$ cat config.mk
export PLATFORM = sky130hd
export DESIGN_NAME = rtf_fifo_core
export DESIGN_NICKNAME = d
export VERILOG_FILES = /design/src/rtf_pkg.sv /design/src/rtf_fifo_core.sv
export VERILOG_INCLUDE_DIRS = /design/src
export SDC_FILE = /design/constraint.sdc
export NUM_CORES = 1
export LEC_CHECK = 0
export BUFFER_PORTS_ARGS = -buffer_cell sky130_fd_sc_hd__buf_2
export CAP_MARGIN = 20
export CORE_ASPECT_RATIO = 1.1
export CORE_MARGIN = 2
export CORE_UTILIZATION = 45
export DETAILED_ROUTE_END_ITERATION = 8
export SLEW_MARGIN = 20
export SYNTH_ARGS = -nofsm -noshare
export SYNTH_HDL_FRONTEND = slang
export SYNTH_SLANG_ARGS = --single-unit
$ cat constraint.sdc
create_clock -name clk -period 6 [get_ports clk]
set_input_delay 0.9 -clock clk [delete_from_list [all_inputs] [get_ports clk]]
set_output_delay 0.9 -clock clk [all_outputs]
set_load 0.05 [all_outputs]
$ cat src/rtf_defs.svh
`ifndef RTF_DEFS_SVH
`define RTF_DEFS_SVH
// Register addresses, 7 bits on the serial port
`define RTF_A_STAT1 7'h03
`define RTF_A_INTEN1 7'h05
`define RTF_A_INTEN2 7'h06
`define RTF_A_OPCTL1 7'h07
`define RTF_A_OPCTL2 7'h08
`define RTF_A_PKLEN 7'h3e
`define RTF_A_TXAF 7'h7c
`define RTF_A_TXAE 7'h7d
`define RTF_A_RXAF 7'h7e
`define RTF_A_FIFO 7'h7f
// Reset values
`define RTF_R_OPCTL1 8'h01
`define RTF_R_OPCTL2 8'h00
`define RTF_R_TXAF 6'h37
`define RTF_R_TXAE 6'h04
`define RTF_R_RXAF 6'h37
`define RTF_R_PKLEN 8'h00
// Bit positions in status / enable 1
`define RTF_B_TXAF 6
`define RTF_B_TXAE 5
`define RTF_B_RXAF 4
`define RTF_B_PKSENT 2
// Bit positions in op control 1 / 2
`define RTF_B_READY 0
`define RTF_B_TXON 3
`define RTF_B_FLTX 0
`define RTF_B_FLRX 1
`define RTF_B_EXITEMPTY 3
// Serial command: top bit set means write
`define RTF_B_WR 7
`endif

$ cat src/rtf_pkg.sv
package rtf_pkg;
	typedef enum logic [1:0] {RTF_STANDBY, RTF_READY, RTF_TX} rtf_mode_t;
endpackage : rtf_pkg

$ cat src/rtf_fifo_core.sv
`timescale 1ns/1ps
`default_nettype none
`include "rtf_defs.svh"
module rtf_fifo_core #(
	parameter int DEPTH = 64,
	parameter int AW = 6
) (
	input wire logic clk,
	input wire logic rst_n,
	input wire logic spi_sck,
	input wire logic spi_nsel,
	input wire logic spi_sdi,
	output logic spi_sdo_ff,
	output logic irq_line_low_ff,
	output rtf_pkg::rtf_mode_t mode_ff,
	input wire logic tx_take,
	output logic [7:0] tx_byte_ff,
	output logic tx_byte_valid_ff,
	input wire logic [7:0] rx_byte,
	input wire logic rx_byte_valid
);
	// ----------------------------------------
	// Storage and state
	// ----------------------------------------
	logic [7:0] tx_mem [DEPTH];
	logic [7:0] rx_mem [DEPTH];
	logic [AW-1:0] tx_wp_ff, tx_rp_ff, rx_wp_ff, rx_rp_ff;
	logic [AW-1:0] nxt_tx_wp, nxt_tx_rp, nxt_rx_wp, nxt_rx_rp;
	logic [AW:0] tx_cnt_ff, rx_cnt_ff, nxt_tx_cnt, nxt_rx_cnt;
	logic sck_s1_ff, sck_s2_ff, sck_d_ff, nsel_s1_ff, nsel_s2_ff, sdi_s1_ff, sdi_s2_ff;
	logic [2:0] bit_ff, nxt_bit;
	logic first_ff, nxt_first, wr_ff, nxt_wr;
	logic [6:0] addr_ff, nxt_addr;
	logic [7:0] sr_in_ff, nxt_sr_in, sr_out_ff, nxt_sr_out;
	logic nxt_sdo, nxt_irq, nxt_txv;
	logic [7:0] nxt_txb;
	logic [7:0] stat1_ff, nxt_stat1, en1_ff, nxt_en1, en2_ff, nxt_en2;
	logic [7:0] op1_ff, nxt_op1, op2_ff, nxt_op2, pklen_ff, nxt_pklen, sent_ff, nxt_sent;
	logic [5:0] txaf_ff, nxt_txaf, txae_ff, nxt_txae, rxaf_ff, nxt_rxaf;
	logic txaf_lv_ff, txae_lv_ff, rxaf_lv_ff, nxt_txaf_lv, nxt_txae_lv, nxt_rxaf_lv;
	rtf_pkg::rtf_mode_t nxt_mode;
	logic tx_push, rx_push;
	logic [7:0] push_data;

	// ----------------------------------------
	// Pin synchronisers
	// ----------------------------------------
	// Two flops per pin, plus a third on sck for edge detect; only the second (and that third on sck) is looked at
	always_ff @(posedge clk)
	begin
		if (!rst_n)
		begin
			sck_s1_ff <= 1'b0;
			sck_s2_ff <= 1'b0;
			sck_d_ff <= 1'b0;
			nsel_s1_ff <= 1'b1;
			nsel_s2_ff <= 1'b1;
			sdi_s1_ff <= 1'b0;
			sdi_s2_ff <= 1'b0;
		end
		else
		begin
			sck_s1_ff <= spi_sck;
			sck_s2_ff <= sck_s1_ff;
			sck_d_ff <= sck_s2_ff;
			nsel_s1_ff <= spi_nsel;
			nsel_s2_ff <= nsel_s1_ff;
			sdi_s1_ff <= spi_sdi;
			sdi_s2_ff <= sdi_s1_ff;
		end
	end

	// ----------------------------------------
	// Next-state logic
	// ----------------------------------------
	// One place for all cross effects: serial access, modem traffic, flags
	always_comb
	begin
		logic rise, fall, tx_pop, rx_pop, byte_done, stat_rd, ae_ev, af_ev, rf_ev, done;
		logic [7:0] rd, wbyte;
		rise = 1'b0;
		fall = 1'b0;
		tx_pop = 1'b0;
		rx_pop = 1'b0;
		byte_done = 1'b0;
		stat_rd = 1'b0;
		ae_ev = 1'b0;
		af_ev = 1'b0;
		rf_ev = 1'b0;
		done = 1'b0;
		rd = 8'h00;
		wbyte = 8'h00;
		nxt_bit = bit_ff;
		nxt_first = first_ff;
		nxt_wr = wr_ff;
		nxt_addr = addr_ff;
		nxt_sr_in = sr_in_ff;
		nxt_sr_out = sr_out_ff;
		nxt_sdo = spi_sdo_ff;
		nxt_stat1 = stat1_ff;
		nxt_en1 = en1_ff;
		nxt_en2 = en2_ff;
		nxt_op1 = op1_ff;
		nxt_op2 = op2_ff;
		nxt_pklen = pklen_ff;
		nxt_txaf = txaf_ff;
		nxt_txae = txae_ff;
		nxt_rxaf = rxaf_ff;
		nxt_mode = mode_ff;
		nxt_sent = sent_ff;
		nxt_txv = 1'b0;
		nxt_txb = tx_byte_ff;
		tx_push = 1'b0;
		rx_push = 1'b0;
		push_data = 8'h00;
		// Serial engine: sample on rising, shift out on falling edge
		if (nsel_s2_ff)
		begin
			nxt_bit = 3'h0;
			nxt_first = 1'b1;
		end
		else
		begin
			rise = sck_s2_ff & ~sck_d_ff;
			fall = ~sck_s2_ff & sck_d_ff;
		end
		if (fall)
		begin
			nxt_sdo = sr_out_ff[7];
			nxt_sr_out = {sr_out_ff[6:0], 1'b0};
		end
		if (rise)
		begin
			wbyte = {sr_in_ff[6:0], sdi_s2_ff};
			nxt_sr_in = wbyte;
			nxt_bit = bit_ff + 3'h1;
			byte_done = (bit_ff == 3'h7);
		end
		if (byte_done)
		begin
			if (first_ff)
			begin
				nxt_first = 1'b0;
				nxt_wr = wbyte[`RTF_B_WR];
				nxt_addr = wbyte[6:0];
			end
			if (!(first_ff ? wbyte[`RTF_B_WR] : wr_ff))
			begin
				// Read: load the byte for the next eight clocks
				case (first_ff ? wbyte[6:0] : addr_ff)
					`RTF_A_STAT1:
					begin
						// Status is cleared as it is handed out
						rd = stat1_ff;
						stat_rd = 1'b1;
					end
					`RTF_A_INTEN1: rd = en1_ff;
					`RTF_A_INTEN2: rd = en2_ff;
					`RTF_A_OPCTL1: rd = op1_ff;
					`RTF_A_OPCTL2: rd = op2_ff;
					`RTF_A_PKLEN: rd = pklen_ff;
					`RTF_A_TXAF: rd = {2'b00, txaf_ff};
					`RTF_A_TXAE: rd = {2'b00, txae_ff};
					`RTF_A_RXAF: rd = {2'b00, rxaf_ff};
					`RTF_A_FIFO:
					begin
						// Empty read gives zero and leaves pointers alone
						rx_pop = (rx_cnt_ff != '0);
						rd = rx_pop ? rx_mem[rx_rp_ff] : 8'h00;
					end
					default: rd = 8'h00;
				endcase
				nxt_sr_out = rd;
			end
			else if (!first_ff)
			begin
				case (addr_ff)
					`RTF_A_INTEN1: nxt_en1 = wbyte;
					`RTF_A_INTEN2: nxt_en2 = wbyte;
					`RTF_A_OPCTL1: nxt_op1 = wbyte;
					`RTF_A_OPCTL2: nxt_op2 = wbyte;
					`RTF_A_PKLEN: nxt_pklen = wbyte;
					`RTF_A_TXAF: nxt_txaf = wbyte[5:0];
					`RTF_A_TXAE: nxt_txae = wbyte[5:0];
					`RTF_A_RXAF: nxt_rxaf = wbyte[5:0];
					`RTF_A_FIFO:
					begin
						// Full FIFO drops the byte, stored data untouched
						tx_push = (tx_cnt_ff != DEPTH[AW:0]);
						push_data = wbyte;
					end
					default: ;
				endcase
			end
			// Burst walks the map but stays on the FIFO port; reads step past the loaded byte
			nxt_addr = ((first_ff ? wbyte[6:0] : addr_ff) == `RTF_A_FIFO) ? `RTF_A_FIFO
				: (first_ff ? wbyte[6:0] : addr_ff) + 7'h01;
			if (first_ff && wbyte[`RTF_B_WR])
				nxt_addr = wbyte[6:0];
		end
		// Mode control: host sets txon to start a packet
		if (mode_ff != rtf_pkg::RTF_TX && op1_ff[`RTF_B_TXON])
		begin
			nxt_mode = rtf_pkg::RTF_TX;
			nxt_sent = 8'h00;
		end
		else if (mode_ff == rtf_pkg::RTF_TX)
		begin
			if (tx_take && tx_cnt_ff != '0 && sent_ff != pklen_ff)
			begin
				tx_pop = 1'b1;
				nxt_txb = tx_mem[tx_rp_ff];
				nxt_txv = 1'b1;
				nxt_sent = sent_ff + 8'h01;
			end
			// Exactly pklen bytes, or exit on empty when asked
			done = (pklen_ff != 8'h00 && sent_ff == pklen_ff)
				|| (op2_ff[`RTF_B_EXITEMPTY] && tx_cnt_ff == '0);
			if (!op1_ff[`RTF_B_TXON] || done)
			begin
				// Return state picked by the ready bit of op control 1
				nxt_mode = op1_ff[`RTF_B_READY] ? rtf_pkg::RTF_READY : rtf_pkg::RTF_STANDBY;
				nxt_op1[`RTF_B_TXON] = 1'b0;
			end
		end
		if (rx_byte_valid && rx_cnt_ff != DEPTH[AW:0])
			rx_push = 1'b1;
		// Pointers; flush wins over traffic
		nxt_tx_wp = tx_wp_ff + AW'(tx_push);
		nxt_tx_rp = tx_rp_ff + AW'(tx_pop);
		nxt_tx_cnt = tx_cnt_ff + (AW+1)'(tx_push) - (AW+1)'(tx_pop);
		nxt_rx_wp = rx_wp_ff + AW'(rx_push);
		nxt_rx_rp = rx_rp_ff + AW'(rx_pop);
		nxt_rx_cnt = rx_cnt_ff + (AW+1)'(rx_push) - (AW+1)'(rx_pop);
		if (op2_ff[`RTF_B_FLTX])
		begin
			nxt_tx_wp = '0;
			nxt_tx_rp = '0;
			nxt_tx_cnt = '0;
			tx_push = 1'b0;
		end
		if (op2_ff[`RTF_B_FLRX])
		begin
			nxt_rx_wp = '0;
			nxt_rx_rp = '0;
			nxt_rx_cnt = '0;
			rx_push = 1'b0;
		end
		// Levels every clock; an event only on each entry
		nxt_txaf_lv = tx_cnt_ff > {1'b0, txaf_ff};
		nxt_txae_lv = tx_cnt_ff < {1'b0, txae_ff};
		nxt_rxaf_lv = rx_cnt_ff > {1'b0, rxaf_ff};
		af_ev = nxt_txaf_lv & ~txaf_lv_ff;
		ae_ev = nxt_txae_lv & ~txae_lv_ff;
		rf_ev = nxt_rxaf_lv & ~rxaf_lv_ff;
		// Read clears status; a same-cycle event still lands
		if (stat_rd)
			nxt_stat1 = 8'h00;
		nxt_stat1[`RTF_B_TXAF] = nxt_stat1[`RTF_B_TXAF] | af_ev;
		nxt_stat1[`RTF_B_TXAE] = nxt_stat1[`RTF_B_TXAE] | ae_ev;
		nxt_stat1[`RTF_B_RXAF] = nxt_stat1[`RTF_B_RXAF] | rf_ev;
		nxt_stat1[`RTF_B_PKSENT] = nxt_stat1[`RTF_B_PKSENT] | (done && mode_ff == rtf_pkg::RTF_TX);
		nxt_irq = ~|(nxt_stat1 & en1_ff);
	end

	// ----------------------------------------
	// Registers
	// ----------------------------------------
	always_ff @(posedge clk)
	begin
		if (!rst_n)
		begin
			tx_wp_ff <= '0;
			tx_rp_ff <= '0;
			rx_wp_ff <= '0;
			rx_rp_ff <= '0;
			tx_cnt_ff <= '0;
			rx_cnt_ff <= '0;
			bit_ff <= 3'h0;
			first_ff <= 1'b1;
			wr_ff <= 1'b0;
			addr_ff <= 7'h00;
			sr_in_ff <= 8'h00;
			sr_out_ff <= 8'h00;
			spi_sdo_ff <= 1'b0;
			irq_line_low_ff <= 1'b1;
			stat1_ff <= 8'h00;
			en1_ff <= 8'h00;
			en2_ff <= 8'h00;
			op1_ff <= `RTF_R_OPCTL1;
			op2_ff <= `RTF_R_OPCTL2;
			pklen_ff <= `RTF_R_PKLEN;
			txaf_ff <= `RTF_R_TXAF;
			txae_ff <= `RTF_R_TXAE;
			rxaf_ff <= `RTF_R_RXAF;
			txaf_lv_ff <= 1'b0;
			txae_lv_ff <= 1'b1;
			rxaf_lv_ff <= 1'b0;
			mode_ff <= rtf_pkg::RTF_READY;
			sent_ff <= 8'h00;
			tx_byte_ff <= 8'h00;
			tx_byte_valid_ff <= 1'b0;
		end
		else
		begin
			tx_wp_ff <= nxt_tx_wp;
			tx_rp_ff <= nxt_tx_rp;
			rx_wp_ff <= nxt_rx_wp;
			rx_rp_ff <= nxt_rx_rp;
			tx_cnt_ff <= nxt_tx_cnt;
			rx_cnt_ff <= nxt_rx_cnt;
			bit_ff <= nxt_bit;
			first_ff <= nxt_first;
			wr_ff <= nxt_wr;
			addr_ff <= nxt_addr;
			sr_in_ff <= nxt_sr_in;
			sr_out_ff <= nxt_sr_out;
			spi_sdo_ff <= nxt_sdo;
			irq_line_low_ff <= nxt_irq;
			stat1_ff <= nxt_stat1;
			en1_ff <= nxt_en1;
			en2_ff <= nxt_en2;
			op1_ff <= nxt_op1;
			op2_ff <= nxt_op2;
			pklen_ff <= nxt_pklen;
			txaf_ff <= nxt_txaf;
			txae_ff <= nxt_txae;
			rxaf_ff <= nxt_rxaf;
			txaf_lv_ff <= nxt_txaf_lv;
			txae_lv_ff <= nxt_txae_lv;
			rxaf_lv_ff <= nxt_rxaf_lv;
			mode_ff <= nxt_mode;
			sent_ff <= nxt_sent;
			tx_byte_ff <= nxt_txb;
			tx_byte_valid_ff <= nxt_txv;
		end
	end

	// Memory arrays carry no reset; pointers make them safe
	// Separate data paths, so a host push and a modem push can share a cycle
	always_ff @(posedge clk)
	begin
		if (tx_push)
			tx_mem[tx_wp_ff] <= push_data;
		if (rx_push)
			rx_mem[rx_wp_ff] <= rx_byte;
	end
endmodule : rtf_fifo_core
`default_nettype wire

[Yosys cells after proc, flatten, opt, wreduce, memory -nomap -nowiden]
Memory sizes are Yosys's and may differ from the RTL's. A register that Yosys moved wholly into a read port is not among the register bits.
Cells that the tools add are included.
Storage, ports and cells
  bits in registers: 154
  bits in latches: 0
  RAM bits: 1024
  bits in read-only memories: 0
  input bits: 15
  output and inout port bits: 13
  word-level logic and storage cells: 189
  memories: 2
Cells by class
  add/subtract/negate cells: 11
  $mul: 0
  divide/modulo/power cells: 0
  $lt $le $gt $ge: 3
  eq/ne operators: 26
  shift-type cells: 0
  multiplexer cells: 57
  bitwise operators: 18
  reduce and logical (&&, ||, !) cells: 35
Memories
  rx_mem: words 64, width 8, read ports 1, clocked after memory_dff 1, write ports 1, line rtf_fifo_core.sv:26  | logic [7:0] rx_mem [DEPTH];
  tx_mem: words 64, width 8, read ports 1, clocked after memory_dff 1, write ports 1, line rtf_fifo_core.sv:25  | logic [7:0] tx_mem [DEPTH];
Operators with widths (count)
  $mux W8: 10
  $pmux W8 S10: 1
  $eq A7 B7 Y1 const B: 8
  $eq A7 B3 Y1 const B: 6
  $mux W1: 33
  $reduce_and A4 Y1: 8
  $add A6 B1 Y6: 4
  $mux W7: 3
  $mux W4: 4
  $add A7 B1 Y7: 2
  $eq A7 B4 Y1 const B: 2
  $eq A7 B6 Y1 const B: 2
  $gt A7 B6 Y1: 2
  $ne A7 B7 Y1 const B: 2
  $reduce_bool A7 Y1: 2
  $sub A7 B1 Y7: 2
  $add A8 B1 Y8 const B: 1
  $and A8 B8 Y8: 1
  $eq A8 B8 Y1: 1
  $logic_and A1 B1 Y1: 8
  $ne A8 B8 Y1: 1
  $not A1 Y1: 8
  $reduce_bool A8 Y1: 1
  $reduce_or A8 Y1: 1
  other kinds (19): 37

[Longest topological paths before layout]
  depth after elaboration: 14
  mapped depth: 24
  gate-level depth less buffers: 21

[Worst setup path before layout]
OpenSTA, ideal clock, no wires.
  path kind: register -> register
  start: register sck_s2_ff
  end: register rx_cnt_ff[6]
  library setup time: 0.122 ns
  data arrival time: 4.310 ns
  data required time: 5.878 ns
  slack: 1.568 ns
  stages on the path, launching flop included: 25
  path buffers: 3
  clock period less this slack: 4.432 ns
  path through: dfxtp_1 > buf_2 > nor3b_2 > clkbuf_1 > nand2_1 > nor2_1 > a21o_1 > ha_1 > clkbuf_1 > nand2_1 > o2bb2ai_1 > nand4b_4 > nor2_1 > and2_1 > ha_1 > inv_1 > ha_1 > inv_1 > fa_1 > nand2b_1 > a21oi_1 > o21ai_0 > a21oi_1 > or3_1 > a21oi_1
Between the ends
  longest elaborated chain between the ends: 9
  elaborated cells on any way between the ends: 11
RTL lines
  from (decl): line rtf_fifo_core.sv:30  | logic sck_s1_ff, sck_s2_ff, sck_d_ff, nsel_s1_ff, nsel_s2_ff, sdi_s1_ff, sdi_s2_ff;
  from (signal assigned): line rtf_fifo_core.sv:64  | sck_s2_ff <= sck_s1_ff;
  $and A1 B1 Y1 *: line rtf_fifo_core.sv:124  | rise = sck_s2_ff & ~sck_d_ff;
  $mux W1 *: line rtf_fifo_core.sv:117  | if (nsel_s2_ff)
  $mux W8: line rtf_fifo_core.sv:132  | if (rise)
  $mux W7: line rtf_fifo_core.sv:150  | case (first_ff ? wbyte[6:0] : addr_ff)
  $eq A7 B7 Y1: line rtf_fifo_core.sv:150
  $mux W1: line rtf_fifo_core.sv:150
  $mux W1: line rtf_fifo_core.sv:147  | if (!(first_ff ? wbyte[`RTF_B_WR] : wr_ff))
  $mux W1 *: line rtf_fifo_core.sv:139  | if (byte_done)
  $sub A7 B1 Y7 *: line rtf_fifo_core.sv:234  | nxt_rx_cnt = rx_cnt_ff + (AW+1)'(rx_push) - (AW+1)'(rx_pop);
  to (signal assigned): line rtf_fifo_core.sv:311  | rx_cnt_ff <= nxt_rx_cnt;
  to (decl): line rtf_fifo_core.sv:29  | logic [AW:0] tx_cnt_ff, rx_cnt_ff, nxt_tx_cnt, nxt_rx_cnt;
Every way passes the cells marked *; elsewhere a longest branch is shown, timed or not.
A chain may end at the register's enable or synchronous reset.

[Final worst setup path]
Ends and elaborated chain as after synthesis.

==> impl_metrics.csv <==
group,metric,value,unit
status,status,"completed",
setup_path,r2r-end,"rx_cnt_ff[6]",
setup_path,timing.critical_path.to_type,"flip-flop",
power,intPower,13.3,mW
placement,io_buffers,27,
setup_path,cp-start-kind,"flip-flop",
layout,layout_common_cells,"edfxtp_1, nor2_1, mux4_2, dfxtp_1, nand2_1",
clocking,cts_buffers,114,
power,swShare,20.0,%
clocking,clock_sinks,1186,
clocking,cts_root_buffer,"clkbuf_16",
run,maxCapViolations,0,
clocking,cts_hold_buf,0,
global_route,antenna_found_initial,1,
floorplanning,num_rows,125,
routing,vias,25736,
routing,drt_iter0_markers,2663,
power,power_frac_seq,53.9,%
sta,whs,0.411,ns
sta,drv_slew,0,
placement,gp_congestion,0.873,
power,combPwrFrac,2.1,%
placement,place.detailed.hpwl,72.5,mm
global_route,grt.overflow.total,0,
synthesis,synth_seq_area_share,71.3,%
min_path,hold_path_depth,2,
routing,drtAntennaViolNets,0,
layout,synthToLayoutAreaGrowth,11.5,%
setup_path,cp_max_fo,13,
sta,finalSetupTns,0,ns
synthesis,yosysTopAreaCell,"edfxtp_1",
synthesis,synth_edf_count,1024,
synthesis,syn_inst,2859,
setup_path,timing_worst_setup_path_type,"reg -> reg",
min_path,min-delay-start,"spi_sdi",
power,clockPowerShare,44.0,%
clocking,clock_latency,0.70,ns
sta,finalCritPeriodShare,86.3,%
sta,worst_pin_slew,1.10,ns
sta,period_minus_slack,5.18,ns
setup_path,cp.arrival,5.72,ns
global_route,grt_pass1_vias,26153,
clocking,cts_resized,0,
sta,finalHoldViolations,0,
clocking,htree_levels,3,
routing,drt-total-wl,114,mm
floorplanning,initial_utilization,45.3,%
synthesis,syn_nets,2926,
floorplanning,io-pin-count,28,
layout,fin_nets,2963,
routing,routed_via_density,5.87,
setup_path,critPathRequiredTime,6.54,ns
sta,setup_violations,0,
routing,drc,0,
layout,fillers,8580,
power,ir_drop,0.259,mV
clocking,cts_tree,"built",
floorplanning,fp.coreArea,105000,sq um
routing,routedWlPerCell,26.0,microns
synthesis,synthTopCellsByArea,"edfxtp_1, mux4_2, dfxtp_1",
sta,skew,0.0295,ns
sta,relSlewSlack,26.4,%
layout,fin_area,53200,sq um
placement,post_dp_cell_area,49300,sq um
layout,diodes,0,
global_route,grt_max_degree,66,
setup_path,r2r_slack,0.82,ns
min_path,hold_class,"in -> reg",
routing,drtPass1Iterations,5,
power,p_per_area,313,nW/um^2
global_route,grt_first_pass_wirelength,171,mm
floorplanning,die_h,345,microns
synthesis,synth_area_per_cell,16.7,sq um
synthesis,syn_area,47700,sq um
clocking,cts_setup_buffers,0,
setup_path,r2r-start,"sck_s2_ff",
layout,post-route-util,50.5,%
layout,drive_gt1_share,16.5,%
min_path,hold_end,"sdi_s1_ff",
clocking,clk_path_buf_depth,3,
synthesis,synth_top_area_share,64.5,%
synthesis,ys_types,81,
sta,grt_setup_unrepaired,"no",
synthesis,synth_async_sr_flop_share,0,%
power,p_switching,3.33,mW
setup_path,ff2ff_path_depth,22,
layout,mostFrequentLayoutCell,"edfxtp_1",
power,total_power,16.6,mW
global_route,grt_util_all_layers,21.0,%
synthesis,synth_seq_cells,1186,
floorplanning,fp.dieW,314,microns
floorplanning,die_area,109000,sq um
synthesis,synthFlopType,"edfxtp_1",
sta,clock.fmax,0.193,GHz
clocking,clkTransAtPathRegs,0.06,ns
synthesis,yosys_warnings,0,
power,p_leak,15.5,nW
sequential cells by signal, indices dropped and copies added (netlist names), 7 cells and up:
register and flops:
en1_ff 8, addr_ff 7, tx_mem 512, tx_cnt_ff 7, rx_cnt_ff 7, sent_ff 8, stat1_ff 8, en2_ff 8
sr_out_ff 8, sr_in_ff 7, pklen_ff 8, tx_byte_ff 8, op2_ff 8, op1_ff 8, rx_mem 512
synthesized netlist by cell type (all sizes together) (43+ instances only):
| library cell | number |
|---|---|
| buf | 72 |
| and2 | 43 |
| inv | 55 |
| dfxtp | 162 |
| edfxtp | 1024 |
| clkbuf | 88 |
| a22oi | 97 |
| mux4 | 208 |
| nor2 | 265 |
| nand2 | 122 |
| a21oi | 120 |
| ha | 50 |
| mux2i | 115 |
layer usage:
metal | part of all wire, % | routed length (microns) | global-route usage [%] | vias to the layer above
li1 | - | - | - | 11367
met1 | 42 | 48100 | 28.8 | 13391
met2 | 49 | 56100 | 34.5 | 812
met3 | 5.7 | 6450 | 3.24 | 164
met4 | 2.8 | 3210 | 6.85 | 2
met5 | 0.0079 | 9 | 0 | -
power by group through the flow:
stage                     combinational (mW)  clock, mW  sequential, mW
after detailed placement               0.358          0            9.14
after floorplan                        0.209          0            9.13
final                                  0.357       7.32            8.96
after global routing                   0.392       7.78            8.96
after global placement                 0.345          0            9.14
after CTS                              0.360       7.46            8.96
critical path: stages, from the launching register on:
cell	delay [ns]
dfxtp_1	0.49
nor3b_2	0.22
buf_4	0.21
nand2_1	0.27
nor2_1	0.17
a21o_1	0.14
ha_1	0.47
nand2_1	0.11
o2bb2ai_1	0.33
nand4b_4	0.23
nor2_1	0.32
and2_1	0.23
ha_1	0.24
inv_1	0.06
ha_1	0.16
inv_1	0.07
fa_1	0.41
nand2b_1	0.17
a21oi_1	0.19
o21ai_0	0.12
a21oi_1	0.19
or3_1	0.14
a21oi_1	0.07
layout make-up:
type / count / area, sq um / area share, %
clock buffers: 145 / 3040 / 5.72
clock inverters: 63 / 771 / 1.45
inverters: 57 / 214 / 0.402
multi-input cells: 1456 / 12800 / 24.1
flip-flops and latches: 1186 / 34000 / 64.0
well taps: 1397 / 1750 / 3.29
repair buffers: 81 / 586 / 1.10
cells by family after synthesis:
group,after synthesis,share of synthesized area [%]
buffers and inverters,217,1.94
XOR/XNOR,41,0.753
AND/OR/NAND/NOR,613,6.14
adder cells (fa/ha/maj),52,1.40
flip-flops,1186,71.3
AO/OA/AOI/OAI,427,6.22
multiplexers,323,12.2
metrics by stage:
step,std cells,worst slack (ns)
floorplan,2859,1.57
global placement,4177,1.12
detailed placement,4177,0.905
CTS,4385,0.865
global route,4385,0.355
finish,4385,0.820
how the worst max path moves through the flow:
stage               slack (ns)            to      start  cells after the start
finish                    0.82  rx_cnt_ff[6]  sck_s2_ff                     22
floorplan                 1.57  rx_cnt_ff[6]  sck_s2_ff                     24
CTS                       0.87  rx_cnt_ff[6]  sck_s2_ff                     22
global route              0.35  rx_cnt_ff[6]  sck_s2_ff                     22
detailed placement        0.91  rx_cnt_ff[6]  sck_s2_ff                     22
global placement          1.12  rx_cnt_ff[6]  sck_s2_ff                     22
Note: power is estimated with default switching activity, not from simulation.
